===== src/adc_out_pkg.sv =====
// constants, types and shared layouts for the converter output block
package adc_out_pkg;

  localparam int          WORD_W        = 12;
  localparam int          LEVEL_W       = 14;
  localparam int          LATENCY       = 11;
  localparam int          BUF_DEPTH     = 2;
  localparam int          PERIOD_W      = 8;

  localparam int          MCLK_MHZ      = 125;
  localparam int          FWD_DELAY_PS  = 3870;
  localparam int          FWD_DELAY_RAW = (FWD_DELAY_PS * MCLK_MHZ) / 1000000;
  localparam int          FWD_DELAY_CYC = (FWD_DELAY_RAW < 1) ? 1 : FWD_DELAY_RAW;
  localparam int          MIN_CLK_MHZ   = 20;
  localparam int          MAX_PERIOD_CYC = MCLK_MHZ / MIN_CLK_MHZ;

  localparam logic signed [LEVEL_W-1:0] POS_FS = 14'sh07FF;
  localparam logic signed [LEVEL_W-1:0] NEG_FS = -14'sh0800;
  localparam logic [WORD_W-1:0]         SIGN_BIT = 12'h800;
  localparam logic [PERIOD_W-1:0]       PERIOD_ONE = 8'h01;
  localparam logic [PERIOD_W-1:0]       PERIOD_MAX = 8'hFF;
  localparam logic [PERIOD_W-1:0]       DELAY_CNT  = PERIOD_W'(FWD_DELAY_CYC);
  localparam logic [PERIOD_W-1:0]       SLOW_LIMIT = PERIOD_W'(MAX_PERIOD_CYC);

  typedef struct packed {
    logic              over_range;
    logic [WORD_W-1:0] word;
  } sample_s;

  typedef struct packed {
    logic    valid;
    logic    keep;
    sample_s data;
  } stage_s;

  typedef enum logic [2:0] {
    FWD_IDLE = 3'b001,
    FWD_WAIT = 3'b010,
    FWD_HIGH = 3'b100
  } fwd_state_e;

endpackage : adc_out_pkg


===== src/adc_parallel_output_timing.sv =====
// digital output side of the sampling converter: pipeline, coding, forwarded clock
`timescale 1ns/1ns
module adc_parallel_output_timing
  import adc_out_pkg::*;
(
  input  wire logic                      mclk,
  input  wire logic                      rst,
  input  wire logic                      sample_clock_true,
  input  wire logic                      sample_clock_comp,
  input  wire logic signed [LEVEL_W-1:0] analog_level,
  input  wire logic                      halve_rate_select,
  input  wire logic                      format_select,
  output logic [WORD_W-1:0]              sample_word_bus,
  output logic                           range_flag_true,
  output logic                           range_flag_comp,
  output logic                           fwd_clock_true,
  output logic                           fwd_clock_comp,
  output logic                           clock_in_range,
  output logic                           word_dropped
);

  // pin synchronisers: first stage read only by second
  logic [1:0] ct_sync_q;
  logic [1:0] cc_sync_q;
  logic [1:0] div_sync_q;
  logic [1:0] fmt_sync_q;
  logic       ct_prev_q;

  always_ff @(posedge mclk) begin
    if (rst) begin
      ct_sync_q  <= 2'h0;
      cc_sync_q  <= 2'h3;
      div_sync_q <= 2'h0;
      fmt_sync_q <= 2'h0;
      ct_prev_q  <= 1'b0;
    end else begin
      ct_sync_q  <= {ct_sync_q[0], sample_clock_true};
      cc_sync_q  <= {cc_sync_q[0], sample_clock_comp};
      div_sync_q <= {div_sync_q[0], halve_rate_select};
      fmt_sync_q <= {fmt_sync_q[0], format_select};
      ct_prev_q  <= ct_sync_q[1];
    end
  end

  // true rising while complement is low, i.e. complement has fallen
  wire  sample_edge = ct_sync_q[1] && !ct_prev_q && !cc_sync_q[1];
  wire  halve_mode  = !div_sync_q[1];
  wire  offset_bin  = fmt_sync_q[1];

  // rate divider: every other edge kept when halving
  logic keep_tog_q;
  wire  keep_edge = !halve_mode || keep_tog_q;

  always_ff @(posedge mclk) begin
    if (rst) begin
      keep_tog_q <= 1'b1;
    end else if (sample_edge) begin
      keep_tog_q <= halve_mode ? ~keep_tog_q : 1'b1;
    end
  end

  // input period measure for duty regeneration
  logic [PERIOD_W-1:0] per_cnt_q;
  logic [PERIOD_W-1:0] period_q;

  always_ff @(posedge mclk) begin
    if (rst) begin
      per_cnt_q <= PERIOD_ONE;
      period_q  <= PERIOD_MAX;
    end else if (sample_edge) begin
      per_cnt_q <= PERIOD_ONE;
      period_q  <= per_cnt_q;
    end else if (per_cnt_q != PERIOD_MAX) begin
      per_cnt_q <= per_cnt_q + PERIOD_ONE;
    end
  end

  // clamp and code one sample
  function automatic sample_s code_sample(input logic signed [LEVEL_W-1:0] lvl,
                                          input logic offset);
    sample_s s;
    logic [WORD_W-1:0] tc;
    s  = '0;
    tc = lvl[WORD_W-1:0];
    if (lvl > POS_FS) begin
      tc           = POS_FS[WORD_W-1:0];
      s.over_range = 1'b1;
    end else if (lvl < NEG_FS) begin
      tc           = NEG_FS[WORD_W-1:0];
      s.over_range = 1'b1;
    end
    // offset binary is two's complement with the sign inverted
    s.word = offset ? (tc ^ SIGN_BIT) : tc;
    return s;
  endfunction : code_sample

  wire sample_s coded = code_sample(analog_level, offset_bin);

  // pipeline advances on every input edge, so latency is in input cycles
  stage_s pipe_q [LATENCY];

  // head stage split out so no stage ever names an index below zero
  genvar gi;
  generate
    for (gi = 0; gi < LATENCY; gi++) begin : g_pipe
      if (gi == 0) begin : g_head
        always_ff @(posedge mclk) begin
          if (rst) begin
            pipe_q[gi] <= '0;
          end else if (sample_edge) begin
            pipe_q[gi] <= '{valid: 1'b1, keep: keep_edge, data: coded};
          end
        end
      end else begin : g_tail
        always_ff @(posedge mclk) begin
          if (rst) begin
            pipe_q[gi] <= '0;
          end else if (sample_edge) begin
            pipe_q[gi] <= pipe_q[gi-1];
          end
        end
      end
    end
  endgenerate

  wire stage_s pipe_out  = pipe_q[LATENCY-1];
  wire         push_word = sample_edge && pipe_out.valid && pipe_out.keep;

  // buffer between pipeline exit and the launch stage
  logic    buf_in_ready;
  logic    buf_out_valid;
  sample_s buf_out_data;
  wire     launch = sample_edge && keep_edge && buf_out_valid;

  word_buffer #(
    .W     ($bits(sample_s)),
    .DEPTH (BUF_DEPTH)
  ) u_buffer (
    .mclk      (mclk),
    .rst       (rst),
    .in_valid  (push_word),
    .in_ready  (buf_in_ready),
    .in_data   (pipe_out.data),
    .out_valid (buf_out_valid),
    .out_ready (launch),
    .out_data  (buf_out_data)
  );

  // forwarded clock: rises after the fixed delay, high for half the update period
  fwd_state_e          fwd_q;
  fwd_state_e          fwd_d;
  logic [PERIOD_W-1:0] fwd_cnt_q;
  logic [PERIOD_W-1:0] high_len_q;
  wire  [PERIOD_W-1:0] half_len = halve_mode ? period_q : (period_q >> 1);
  wire  [PERIOD_W-1:0] high_len = (half_len == '0) ? PERIOD_ONE : half_len;
  wire                 cnt_done = (fwd_cnt_q == PERIOD_ONE);

  always_comb begin
    fwd_d = fwd_q;
    case (fwd_q)
      FWD_IDLE: if (launch) fwd_d = FWD_WAIT;
      FWD_WAIT: if (cnt_done) fwd_d = FWD_HIGH;
      FWD_HIGH: if (launch) fwd_d = FWD_WAIT;
                else if (cnt_done) fwd_d = FWD_IDLE;
      default:  fwd_d = FWD_IDLE;
    endcase
  end

  always_ff @(posedge mclk) begin
    if (rst) begin
      fwd_q      <= FWD_IDLE;
      fwd_cnt_q  <= PERIOD_ONE;
      high_len_q <= PERIOD_ONE;
    end else begin
      fwd_q <= fwd_d;
      if (launch) begin
        fwd_cnt_q  <= DELAY_CNT;
        high_len_q <= high_len;
      end else if (fwd_q == FWD_WAIT && cnt_done) begin
        fwd_cnt_q <= high_len_q;
      end else if (!cnt_done) begin
        fwd_cnt_q <= fwd_cnt_q - PERIOD_ONE;
      end
    end
  end

  // output registers; data changes at launch, ahead of the forwarded rise
  always_ff @(posedge mclk) begin
    if (rst) begin
      sample_word_bus <= '0;
      range_flag_true <= 1'b0;
      range_flag_comp <= 1'b1;
      fwd_clock_true  <= 1'b0;
      fwd_clock_comp  <= 1'b1;
      clock_in_range  <= 1'b0;
      word_dropped    <= 1'b0;
    end else begin
      if (launch) begin
        sample_word_bus <= buf_out_data.word;
        range_flag_true <= buf_out_data.over_range;
        range_flag_comp <= !buf_out_data.over_range;
      end
      fwd_clock_true <= (fwd_d == FWD_HIGH);
      fwd_clock_comp <= (fwd_d != FWD_HIGH);
      // regeneration only meaningful above the minimum input rate
      clock_in_range <= (period_q <= SLOW_LIMIT);
      word_dropped   <= push_word && !buf_in_ready;
    end
  end

endmodule : adc_parallel_output_timing


===== src/word_buffer.sv =====
// two-entry valid/ready buffer for converted words
`timescale 1ns/1ns
module word_buffer
  import adc_out_pkg::*;
#(
  parameter int W     = $bits(sample_s),
  parameter int DEPTH = BUF_DEPTH
) (
  input  wire logic         mclk,
  input  wire logic         rst,
  input  wire logic         in_valid,
  output logic              in_ready,
  input  wire logic [W-1:0] in_data,
  output logic              out_valid,
  input  wire logic         out_ready,
  output logic [W-1:0]      out_data
);

  logic [W-1:0] mem_q [DEPTH];
  logic         wr_ptr_q;
  logic         rd_ptr_q;
  logic [1:0]   count_q;
  wire          push = in_valid && in_ready;
  wire          pop  = out_valid && out_ready;

  assign in_ready  = (count_q != 2'(DEPTH));
  assign out_valid = (count_q != 2'h0);
  assign out_data  = mem_q[rd_ptr_q];

  always_ff @(posedge mclk) begin
    if (push) begin
      mem_q[wr_ptr_q] <= in_data;
    end
  end

  always_ff @(posedge mclk) begin
    if (rst) begin
      wr_ptr_q <= 1'b0;
      rd_ptr_q <= 1'b0;
      count_q  <= 2'h0;
    end else begin
      if (push) wr_ptr_q <= ~wr_ptr_q;
      if (pop)  rd_ptr_q <= ~rd_ptr_q;
      count_q <= count_q + 2'(push) - 2'(pop);
    end
  end

endmodule : word_buffer


===== config.mk =====
export PLATFORM = sky130hd
export DESIGN_NAME = adc_parallel_output_timing
export DESIGN_NICKNAME = d
export VERILOG_FILES = /design/src/adc_out_pkg.sv /design/src/adc_parallel_output_timing.sv /design/src/word_buffer.sv
export SDC_FILE = /design/constraint.sdc
export NUM_CORES = 1
export LEC_CHECK = 0
export ABC_AREA = 1
export BUFFER_PORTS_ARGS = -buffer_cell sky130_fd_sc_hd__clkbuf_2
export CAP_MARGIN = 10
export CORE_ASPECT_RATIO = 1.5
export CORE_MARGIN = 5
export CORE_UTILIZATION = 60
export DETAILED_ROUTE_END_ITERATION = 10
export PLACE_DENSITY_LB_ADDON = 0.05
export SLEW_MARGIN = 30
export SYNTH_ARGS = -nofsm -noshare
export SYNTH_HDL_FRONTEND = slang
export SYNTH_SLANG_ARGS = --single-unit

===== constraint.sdc =====
create_clock -name mclk -period 9.8 [get_ports mclk]
set_clock_uncertainty 0.15 [all_clocks]
set_input_delay 0.98 -clock mclk [delete_from_list [all_inputs] [get_ports mclk]]
set_output_delay 0.98 -clock mclk [all_outputs]
set_load 0.05 [all_outputs]

==> metrics.md <==
| Metric | Value |
|---|---|
| Status | complete, no violations |
| Syn_nets | between 900 and 1000 |
| Area growth, synth to finish | 10.2% |
| GRT Residual Overflow | 0 |
| Post-CTS Resized | 0 |
| Most common library cell in the layout ignoring fill and taps | inv_1 |
| Antenna violations before repair | 0 |
| Slew Limit Fails | 0 |
| Worst hold path cell count | 1 |
| Core area | about 0.017 sq mm |
| FILL cells | between 1000 and 1500 |
| Storage element area | ~0.007 sq mm |
| Cell Chain, Critical Path | clkbuf_2 > inv_2 > nand2_8 > buf_4 > inv_2 > o21ai_0 > a21oi_1 |
| DRT iter0 DRCs | between 300 and 400 |
| CTS clk-pin slew, worst paths | 0.06 ns |
| Tightest Pin Transition | roughly 0.86 ns |
| Reg-to-reg slack, setup | ~7.2 ns |
| Slew margin rel. | 42.3% |
| DIE AREA | ~0.020 sq mm |
| Critical Path Max Stage Delay | between 0.6 and 0.7 ns |
| Worst-case clock buffer depth | 3 |
| CP Max Fanout | roughly 120 |
| Post-route minimum period | between 3 and 4 ns |
| Commonest cells after routing, fill and taps aside | inv_1 (205), nor2_1 (193), edfxtp_1 (191) |
| First-pass GRT wire length | between 20000 and 25000 microns |
| WL final | approximately 14000 microns |
| Data arrival, critical path | roughly 3.4 ns |
| CTS Hold Bufs | 0 |
| Syn Std Cell Area | 0.0101 sq mm |
| Leak Pwr | 4.69 nW |
| Final setup vio count | 0 |
| Final period utilization | between 30% and 40% |
| FP Rows | 58 |
| Max VDD drop | roughly 170 uV |
| Final net count | about 990 |
| Placed Area | slightly above 0.01 sq mm |
| Yosys warning count | 0 |
| H-tree depth | 1 |
| Sink Count | ~260 |
| CP max-delay cell | nand2_8 |
| Number of remaining DRC errors | 0 |
| Post-DR vias/cell | between 4 and 5 |
| Final Hold Fails | 0 |
| IO buf count | 37 |
| Max-Cap Viols | 0 |
| Die X | approximately 120 microns |
| Final instance area | about 0.011 sq mm |
| DP Wirelength | between 8000 and 9000 microns |
| Sequential area share after synthesis | between 70 and 80% |
| Syn Inst Count | just over 900 |
| Vias in the first global route | a little under 6000 |
| Die height | around 170 microns |
| Crit end category | flop |
| Vias | 5818 |
| RSZ-0062 raised after global routing | false |
| Setup bufs post-CTS | 0 |
| Crit Path Class | in2reg |
| Distinct cells, synth | 33 |
| Most frequent CP cell | inv_2 |
| Num ports | 38 |
| Pin count of the biggest net entering global routing | ~120 |
| Ant. Diodes | 0 |
| Achievable frequency | 319 MHz |
| Antenna-violating nets left | 0 |
| R2R Path Start | ct_sync_q[1]$_SDFF_PP0_ |
| First-pass DRT Iterations | 4 |
| HP Start | cc_sync_q[0]$_SDFF_PP1_ |
| Worst hold path class | reg2reg |
| Ratio of cells with drive above 1 in the final layout | 9.88% |
| FF-to-FF End | per_cnt_q[1]$_SDFFE_PP0P_ |
| PwrDens | 212 mW/mm^2 |
| Overall Global Routing Usage | roughly 15% |
| Startpoint types | input port |
| Reg2reg path depth | 6 |
| Post-DR wirelength/cell | 11.8 microns |
| CTS tree | yes |
| Hold Path End | cc_sync_q[1]$_SDFF_PP1_ |
| Synthesized area per cell | 10.9 sq um |
| Initial Utilization | just over 60% |
| Clk root buf | clkbuf_16 |
| Area of the multi-input gates | 0.00200 sq mm |
| Req. time, crit path | roughly 10 ns |
| Total Neg Setup Slack | 0 ns |
| Total CTS buffers | 24 |
| Synthesized flop and latch total | between 200 and 300 |
| Skew-Pair Late Insertion Delay | about 0.5 ns |
| Routability cong. | between 0.8 and 0.9 |
-- flip-flops by register name, summed over array words and instances (netlist names), 2 cells and up, named ones only --
name / flops
cc_sync_q: 2
fmt_sync_q: 2
sample_word_bus: 12
fwd_q: 3
period_q: 8
u_buffer.count_q: 2
ct_sync_q: 2
fwd_cnt_q: 8
per_cnt_q: 8
div_sync_q: 2
high_len_q: 8
pipe_q: 165
u_buffer.mem_q: 26
-- cell usage after synthesis --
library cell / instances / area (sq um)
inv_1: 205 / 769
nor2_1: 193 / 724
edfxtp_1: 191 / 5740
nand2_1: 95 / 357
dfxtp_1: 68 / 1360
o21ai_0: 32 / 160
a21oi_1: 24 / 120
nand3_1: 19 / 95.1
buf_6: 15 / 169
mux2i_1: 12 / 120
o21ai_1: 12 / 60.1
buf_2: 7 / 35.0
a22oi_1: 6 / 45.0
clkbuf_1: 5 / 18.8
ha_1: 5 / 62.6
inv_2: 5 / 18.8
buf_4: 4 / 30.0
nor3_1: 4 / 20.0
a31oi_1: 3 / 18.8
nand2_2: 3 / 18.8
nand4_1: 3 / 18.8
o22ai_1: 3 / 18.8
or2_2: 3 / 18.8
xnor2_1: 2 / 17.5
nand2_4: 1 / 11.3
nand3b_4: 1 / 20.0
nor2_2: 1 / 6.26
nor2_4: 1 / 11.3
nor2_8: 1 / 20.0
nor3_4: 1 / 16.3
nor4_1: 1 / 6.26
o21a_1: 1 / 7.51
o21bai_1: 1 / 7.51
-- cell type report --
type	count	share of cell area, %
sequential	259	63.7
clock buffer	29	5.84
inverter	210	7.09
tap	210	2.36
clock inverter	15	1.18
timing repair buffer	41	1.96
multi-input combinational	428	17.9
-- cells by family after synthesis --
kind of cell,Yosys count,share of synthesized area (%)
mux,12,1.19
xor+xnor,2,0.173
compound gates,82,4.33
buf+inv,241,10.3
fa+ha+maj,5,0.618
simple gates,327,13.3
flops,259,70.1
-- how the worst max path moves through the flow --
stage	startpoint	end	cells past startpoint
final	rst	per_cnt_q[1]$_SDFFE_PP0P_	7
after global routing	rst	per_cnt_q[2]$_SDFFE_PP0P_	7
after CTS	rst	per_cnt_q[1]$_SDFFE_PP0P_	7
after detailed placement	rst	per_cnt_q[2]$_SDFFE_PP0P_	7
after global placement	rst	per_cnt_q[2]$_SDFFE_PP0P_	7
after floorplan	rst	per_cnt_q[5]$_SDFFE_PP0P_	6
-- report_power, final --
group	switching, mW	leakage [nW]	internal, mW
logic	0.145	1.79	0.0660
registers	0.0275	2.50	1.22
clock network	0.373	0.394	0.527
total	0.546	4.69	1.82
-- worst max-delay path, delay by kind of cell --
kind | cells | cell delay (ns)
buf+inv | 4 | 1.42
simple gates | 1 | 0.64
compound gates | 2 | 0.20
-- stage by stage --
step | utilization [%] | hold WS [ns] | instances | setup slack, ns | power, mW
after CTS | 66.8 | 0.263 | 1192 | 6.67 | 2.39
after floorplan | - | 0.238 | 928 | 6.04 | 1.44
after global placement | 62.1 | 0.242 | 1148 | 6.25 | 1.48
after global routing | 66.8 | 0.277 | 1192 | 6.45 | 2.49
after detailed placement | 62.1 | 0.249 | 1148 | 6.16 | 1.49
final | 66.8 | 0.258 | 1192 | 6.67 | 2.36
-- routing by layer --
metal	track usage, %	wire length (microns)	up-vias
met4	5.65	446	0
li1	-	-	2988
met2	27.6	7280	113
met3	2.61	650	38
met1	17.9	5680	2679
met5	0	0	-
(Power assumes the default switching activity.)
